$ cat config.mk
export PLATFORM = sky130hd
export DESIGN_NAME = adcp_port
export DESIGN_NICKNAME = d
export VERILOG_FILES = /design/src/adcp_pkg.sv /design/src/adcp_buf.sv /design/src/adcp_port.sv
export SDC_FILE = /design/constraint.sdc
export NUM_CORES = 1
export LEC_CHECK = 0
export BUFFER_PORTS_ARGS = -buffer_cell sky130_fd_sc_hd__buf_2
export CORE_UTILIZATION = 45
export DETAILED_ROUTE_END_ITERATION = 12
export SLEW_MARGIN = 20
export SYNTH_ARGS = -nofsm -noshare
export SYNTH_HDL_FRONTEND = slang
export SYNTH_SLANG_ARGS = --single-unit
$ cat constraint.sdc
create_clock -name clk_sys -period 78.3 [get_ports clk_sys]
set_input_delay 15.66 -clock clk_sys [delete_from_list [all_inputs] [get_ports clk_sys]]
set_output_delay 15.66 -clock clk_sys [all_outputs]
set_load 0.05 [all_outputs]
$ cat src/adcp_pkg.sv
// Purpose: Shared constants and types for the converter output port
// Assumes: One system clock at 100 MHz; conversion clock sampled as data
// Notes:   Analog levels are carried as unsigned digital magnitudes
package adcp_pkg;

  // ----------------------------------------------------------------
  // Widths
  // ----------------------------------------------------------------
  localparam int ADCP_CODE_W = 8;
  localparam int ADCP_LEVEL_W = 12;
  localparam int ADCP_SCALED_W = ADCP_LEVEL_W + ADCP_CODE_W;
  localparam int ADCP_BUF_DEPTH = 2;

  // ----------------------------------------------------------------
  // Codes and reset values
  // ----------------------------------------------------------------
  localparam logic [ADCP_CODE_W-1:0] ADCP_CODE_ZERO = 8'h00;
  localparam logic [ADCP_CODE_W-1:0] ADCP_CODE_FULL = 8'hFF;
  localparam logic [ADCP_SCALED_W-1:0] ADCP_SCALED_FULL = 20'h000FF;
  localparam logic [ADCP_LEVEL_W-1:0] ADCP_LEVEL_ZERO = 12'h000;
  localparam logic [1:0] ADCP_WARM_CYCLES = 2'h2;
  localparam logic [1:0] ADCP_WARM_RESET = 2'h0;

  // ----------------------------------------------------------------
  // Timing
  // ----------------------------------------------------------------
  localparam int ADCP_CLK_MHZ = 100;
  localparam int ADCP_MAX_RATE_MSPS = 30;
  localparam int ADCP_MIN_CONV_PERIOD_CYC =
    (ADCP_CLK_MHZ + ADCP_MAX_RATE_MSPS - 1) / ADCP_MAX_RATE_MSPS;

  // ----------------------------------------------------------------
  // Types
  // ----------------------------------------------------------------
  typedef struct packed {
    logic valid;
    logic [ADCP_CODE_W-1:0] code;
  } adcp_stage_type;

  localparam adcp_stage_type ADCP_STAGE_RESET = '{valid: 1'b0, code: 8'h00};

endpackage

$ cat src/adcp_buf.sv
// Purpose: Two-entry buffer with valid and ready on both sides
// Assumes: Synchronous active-low reset
// Notes:   Read data come straight from the storage registers
`timescale 1ns/1ns
module adcp_buf #(
  parameter int WIDTH = 8,
  parameter int DEPTH = 2
)
(
  // Clock and reset
  input wire logic clk_sys,
  input wire logic rst_b,
  // Filling side
  input wire logic in_valid,
  output logic in_ready,
  input wire logic [WIDTH-1:0] in_data,
  // Draining side
  output logic out_valid,
  input wire logic out_ready,
  output logic [WIDTH-1:0] out_data
);

  localparam int AW = (DEPTH > 1) ? $clog2(DEPTH) : 1;
  localparam int CW = $clog2(DEPTH + 1);
  localparam logic [AW-1:0] PTR_LAST = AW'(DEPTH - 1);
  localparam logic [AW-1:0] PTR_ZERO = '0;
  localparam logic [CW-1:0] CNT_FULL = CW'(DEPTH);
  localparam logic [CW-1:0] CNT_ZERO = '0;
  localparam logic [CW-1:0] CNT_ONE = CW'(1);

  logic [WIDTH-1:0] mem_q [DEPTH];
  logic [AW-1:0] wr_ptr_q;
  logic [AW-1:0] rd_ptr_q;
  logic [CW-1:0] count_q;
  wire push = in_valid && in_ready;
  wire pop = out_valid && out_ready;
  wire [AW-1:0] wr_ptr_next = (wr_ptr_q == PTR_LAST) ? PTR_ZERO : wr_ptr_q + AW'(1);
  wire [AW-1:0] rd_ptr_next = (rd_ptr_q == PTR_LAST) ? PTR_ZERO : rd_ptr_q + AW'(1);

  assign in_ready = (count_q != CNT_FULL);
  assign out_valid = (count_q != CNT_ZERO);
  assign out_data = mem_q[rd_ptr_q];

  // ----------------------------------------------------------------
  // Storage and pointers
  // ----------------------------------------------------------------
  always_ff @(posedge clk_sys)
  begin
    if (push)
    begin
      mem_q[wr_ptr_q] <= in_data;
    end
  end

  always_ff @(posedge clk_sys)
  begin
    if (!rst_b)
    begin
      wr_ptr_q <= PTR_ZERO;
      rd_ptr_q <= PTR_ZERO;
      count_q <= CNT_ZERO;
    end
    else
    begin
      if (push)
      begin
        wr_ptr_q <= wr_ptr_next;
      end
      if (pop)
      begin
        rd_ptr_q <= rd_ptr_next;
      end
      if (push && !pop)
      begin
        count_q <= count_q + CNT_ONE;
      end
      else if (pop && !push)
      begin
        count_q <= count_q - CNT_ONE;
      end
    end
  end

endmodule

$ cat src/adcp_port.sv
// Purpose: Digital side of an 8-bit sampling converter with a pipelined output port
// Assumes: conv_clk and out_en_b are synchronous to clk_sys; levels are unsigned magnitudes
// Notes:   Samples on conv_clk falls, updates the output word on conv_clk rises
//
// How it works
// - A sample is taken on each falling edge of the conversion clock.
// - A sample's word reaches the outputs two and a half clock cycles later.
// - Conversion runs while the conversion clock toggles and stops when it stops.
// - With the output enable low the eight data pins are driven.
// - With the output enable high the pins float; conversion carries on.
// - Inputs below the bottom reference give an all-zero word.
// - Inputs above the top reference give the all-ones word.
// - A fresh word appears every clock cycle, lagging by the fixed delay.
// - Output data change only after rising edges of the conversion clock.
// - Each conversion yields eight bits, up to thirty million samples per second.
`timescale 1ns/1ns
module adcp_port
(
  // Clock and reset
  input wire logic clk_sys,
  input wire logic rst_b,
  // Conversion clock and enable from the capture side
  input wire logic conv_clk,
  input wire logic out_en_b,
  // Analog levels as magnitudes
  input wire logic [adcp_pkg::ADCP_LEVEL_W-1:0] analog_sample_input,
  input wire logic [adcp_pkg::ADCP_LEVEL_W-1:0] ref_top_level,
  input wire logic [adcp_pkg::ADCP_LEVEL_W-1:0] ref_bottom_level,
  // Output pins
  output logic [adcp_pkg::ADCP_CODE_W-1:0] data_o,
  output logic data_oe,
  // Status
  output logic conv_ready,
  output logic warm_done
);
  import adcp_pkg::*;

  // ----------------------------------------------------------------
  // Conversion clock edges
  // ----------------------------------------------------------------
  logic conv_prev_q;
  wire conv_fall = conv_prev_q && !conv_clk;
  wire conv_rise = !conv_prev_q && conv_clk;

  always_ff @(posedge clk_sys)
  begin
    if (!rst_b)
    begin
      conv_prev_q <= 1'b0;
    end
    else
    begin
      conv_prev_q <= conv_clk;
    end
  end

  // ----------------------------------------------------------------
  // Quantiser
  // ----------------------------------------------------------------
  wire in_below = analog_sample_input < ref_bottom_level;
  wire in_above = analog_sample_input > ref_top_level;
  wire [ADCP_LEVEL_W-1:0] in_diff = analog_sample_input - ref_bottom_level;
  wire [ADCP_LEVEL_W-1:0] ref_span = ref_top_level - ref_bottom_level;
  wire [ADCP_SCALED_W-1:0] scaled =
    {in_diff, ADCP_CODE_ZERO} - {{ADCP_CODE_W{1'b0}}, in_diff};
  wire span_zero = (ref_span == ADCP_LEVEL_ZERO);
  wire [ADCP_SCALED_W-1:0] quot =
    span_zero ? ADCP_SCALED_FULL : scaled / {{ADCP_CODE_W{1'b0}}, ref_span};
  wire [ADCP_CODE_W-1:0] lin_code =
    (quot > ADCP_SCALED_FULL) ? ADCP_CODE_FULL : quot[ADCP_CODE_W-1:0];
  wire [ADCP_CODE_W-1:0] sample_code =
    in_below ? ADCP_CODE_ZERO :
    in_above ? ADCP_CODE_FULL : lin_code;

  // ----------------------------------------------------------------
  // Sample buffer
  // ----------------------------------------------------------------
  logic buf_valid;
  logic [ADCP_CODE_W-1:0] buf_data;
  logic buf_in_ready;

  adcp_buf #(
    .WIDTH(ADCP_CODE_W),
    .DEPTH(ADCP_BUF_DEPTH)
  )
  u_buf
  (
    .clk_sys(clk_sys),
    .rst_b(rst_b),
    .in_valid(conv_fall),
    .in_ready(buf_in_ready),
    .in_data(sample_code),
    .out_valid(buf_valid),
    .out_ready(conv_rise),
    .out_data(buf_data)
  );

  assign conv_ready = buf_in_ready;

  // ----------------------------------------------------------------
  // Output pipeline
  // ----------------------------------------------------------------
  adcp_stage_type stage1_q;
  adcp_stage_type stage2_q;
  logic [ADCP_CODE_W-1:0] out_q;
  wire adcp_stage_type stage1_d = '{valid: buf_valid, code: buf_data};

  always_ff @(posedge clk_sys)
  begin
    if (!rst_b)
    begin
      stage1_q <= ADCP_STAGE_RESET;
      stage2_q <= ADCP_STAGE_RESET;
      out_q <= ADCP_CODE_ZERO;
    end
    else if (conv_rise)
    begin
      stage1_q <= stage1_d;
      stage2_q <= stage1_q;
      if (stage2_q.valid)
      begin
        out_q <= stage2_q.code;
      end
    end
  end

  // ----------------------------------------------------------------
  // Warm-up after start
  // ----------------------------------------------------------------
  logic [1:0] warm_q;

  always_ff @(posedge clk_sys)
  begin
    if (!rst_b)
    begin
      warm_q <= ADCP_WARM_RESET;
    end
    else if (conv_rise && warm_q != ADCP_WARM_CYCLES)
    begin
      warm_q <= warm_q + 2'h1;
    end
  end

  assign warm_done = (warm_q == ADCP_WARM_CYCLES);

  // ----------------------------------------------------------------
  // Pin drivers
  // ----------------------------------------------------------------
  assign data_o = out_q;
  assign data_oe = !out_en_b;
endmodule

==> run metrics <==
final-layout fill cell count=slightly below 3k; core area=between 20000 and 30000 um^2; Synth area leader=ha_1; CTS tree=yes; H-tree depth=2; Pre-antenna DRT Iters=5; CP startpoint kind=input pin; commonest cells after routing, fill and taps aside=216 x ha_1, 178 x nand2_1, 152 x nor2_1; Hold Path Class=reg -> reg; worst slew pin tran=approximately 1.1 ns; Remaining Overflow, GRT=0; total CTS buffers=5; slowest cell on the critical path=a221oi_1; most common cell after layout, fill and taps aside=ha_1; Port Buffer Count=50; GPL Wtd Cong=slightly below 1; # resized after CTS=0; Synth Warn #=0; max-capacitance violation count=0; top cells by area, synth=ha_1 20%, nand2_1 4.9%, dfxtp_1 4.9%; CTS Buffer Depth=2; area grow syn2layout=6.50%; nets=about 2.1k; Cell Rows=63; wire length per cell=18.5 um; Post-CTS Setup Inserts=0; status=finished clean; Netlist Area Pre-Place=around 14000 um^2; Die Area=approximately 31000 um^2; I/O pin total=between 50 and 60; Netlist cell types=111; Max-slew headroom=around 27%; vias in the first global route=12.8k; Setup-failing EPs final=0; Vias=between 10k and 15k; RSZ-0062 raised after global routing=false; CTS Hold Bufs=0; Mapped Nets=2081; crit path capture=u_buf.mem_q[1][0]; # diodes=0; layout cells sized above 1=10.2%; detailed-placement wirelength estimate=33600 um; vias per inst=roughly 6.2; Worst Setup SP=ref_top_level[0]; share of the synthesized area in the top cell type=19.9%; clock tree root driver cell=clkbuf_16; ys flop type=dfxtp_1; TNS Setup=0 ns; die height=between 150 and 200 um; Worst-Skew Late Latency=approximately 0.29 ns; pin count of the biggest net entering global routing=36; Register Area=~1100 um^2; final clock skew=~0.005 ns; global-route wire length before repair=between 60000 and 70000 um; reg2reg setup slack=approximately 76 ns; largest fanout on the critical path=25; Async S/R FF share, synth=0%; antenna violations before repair=0; reg2reg end=u_buf.count_q[1]; final worst-path cycle share=87.5%; most used cell, CP=o21a_1; post-synthesis instance total=about 1.8k; DRT antenna net count=0; die width=roughly 180 um; # DRC=0; Total Routed Length=41500 um; multi-input logic area=about 12000 um^2; Clock transition at path regs=0.06 ns; Setup CP Type=in -> reg; Critical Path Sink Type=flip-flop; CTS sink cnt=roughly 50; GRT Total Usage=26.4%; Final Hold Viols=0; Slew Limit Fails=0; Crit path largest cell delay=~0.85 ns; upper clock frequency limit=about 15 MHz; #FFs+latches synth=between 40 and 50; register area share after synthesis=between 8 and 9%; drt first-iter violations=roughly 910; Reg-to-Reg Start=conv_prev_q; Tmin final=a little under 70 ns; WP data arrival=68.51 ns; Post-synth EDFFs=16; Reg2Reg Depth=6; Initial Utilization=between 40% and 50%; Worst EP required=78.29 ns; syn_area_per_cell=7.46 um^2
[area by class of cell]
class	count	share of cell area, %
Sequential cell	49	7.88
Inverter	86	2.23
Clock buffer	6	0.959
Tap cell	390	3.37
Timing Repair Buffer	65	2.53
Multi-Input combinational cell	1649	82.8
Clock inverter	2	0.251
[worst min-delay path by stage]
stage / startpoint / to / cells past startpoint
detailed placement: stage2_q[7] / stage2_q[7] / 2
floorplan: stage1_q[2] / stage2_q[2] / 2
global placement: stage1_q[0] / stage2_q[0] / 2
CTS: stage2_q[7] / stage2_q[7] / 2
global route: data_o[7] / data_o[7] / 2
finish: data_o[2] / data_o[2] / 2
[worst max-delay path, delay by kind of cell]
family / cells / cell delay (ns)
compound gates: 119 / 27.33
simple gates: 61 / 14.37
fa+ha+maj: 21 / 6.37
mux: 9 / 2.93
buf+inv: 10 / 1.66
xor+xnor: 1 / 0.16
[per-stage QoR]
step	worst slack [ns]	cells	utilization (%)	cell area, um^2	hold slack, ns
finish	9.78	2247	48.7	14500	0.465
global route	5.52	2247	48.7	14500	0.490
CTS	10.41	2247	48.7	14500	0.470
detailed placement	10.30	2239	48.1	14300	0.461
global placement	11.13	2238	48.1	14300	0.452
floorplan	16.01	1823	-	13600	0.441
[sequential cells by signal, indices dropped and copies added, names as in the netlist]
signal          flops
conv_prev_q         1
u_buf.rd_ptr_q      1
data_o              8
u_buf.count_q       2
stage1_q            9
warm_q              2
stage2_q            9
u_buf.wr_ptr_q      1
u_buf.mem_q        16
[cells by family after synthesis]
group	count (synthesis)	synth area share, %
buffers and inverters	125	3.56
AND/OR/NAND/NOR	650	23.8
XOR/XNOR	116	7.58
multiplexers	65	5.24
adder cells (fa/ha/maj)	218	20.2
flip-flops	49	8.39
AO/OA/AOI/OAI	600	31.2
[per-layer routing]
| layer | vias to the layer above | track usage [%] | share of wire (%) |
|---|---|---|---|
| met2 | 409 | 44.5 | 46 |
| met3 | 82 | 2.12 | 4.9 |
| met5 | - | 0 | 0 |
| met4 | 0 | 9.20 | 3.5 |
| li1 | 6962 | - | - |
| met1 | 6424 | 35.2 | 46 |
[Yosys cell counts (5+ instances only)]
master	n
a211o_1	6
a211oi_1	19
a21boi_0	22
a21o_1	62
a21oi_1	113
a2bb2oi_1	5
a31o_2	9
a31oi_1	20
and2_1	23
and3_1	15
and4_1	9
clkbuf_1	31
dfxtp_1	33
edfxtp_1	16
ha_1	216
inv_1	83
mux2_2	40
mux2i_1	21
nand2_1	178
nand2b_1	27
nand3_1	42
nand4_1	25
nor2_1	152
nor2b_1	19
nor3_1	76
nor4_1	6
o2111a_1	6
o2111ai_1	7
o211a_1	12
o211ai_1	15
o21a_1	61
o21ai_0	101
o21ai_1	16
o21bai_1	7
o221ai_1	8
o311ai_0	5
o31a_1	12
o31ai_1	29
or2_2	19
or3_1	18
or4_1	8
xnor2_1	71
xor2_1	43
Power is left out: the tool's default activity adds up to more than one toggle a clock period on the data nets, which glitch-free logic cannot reach.
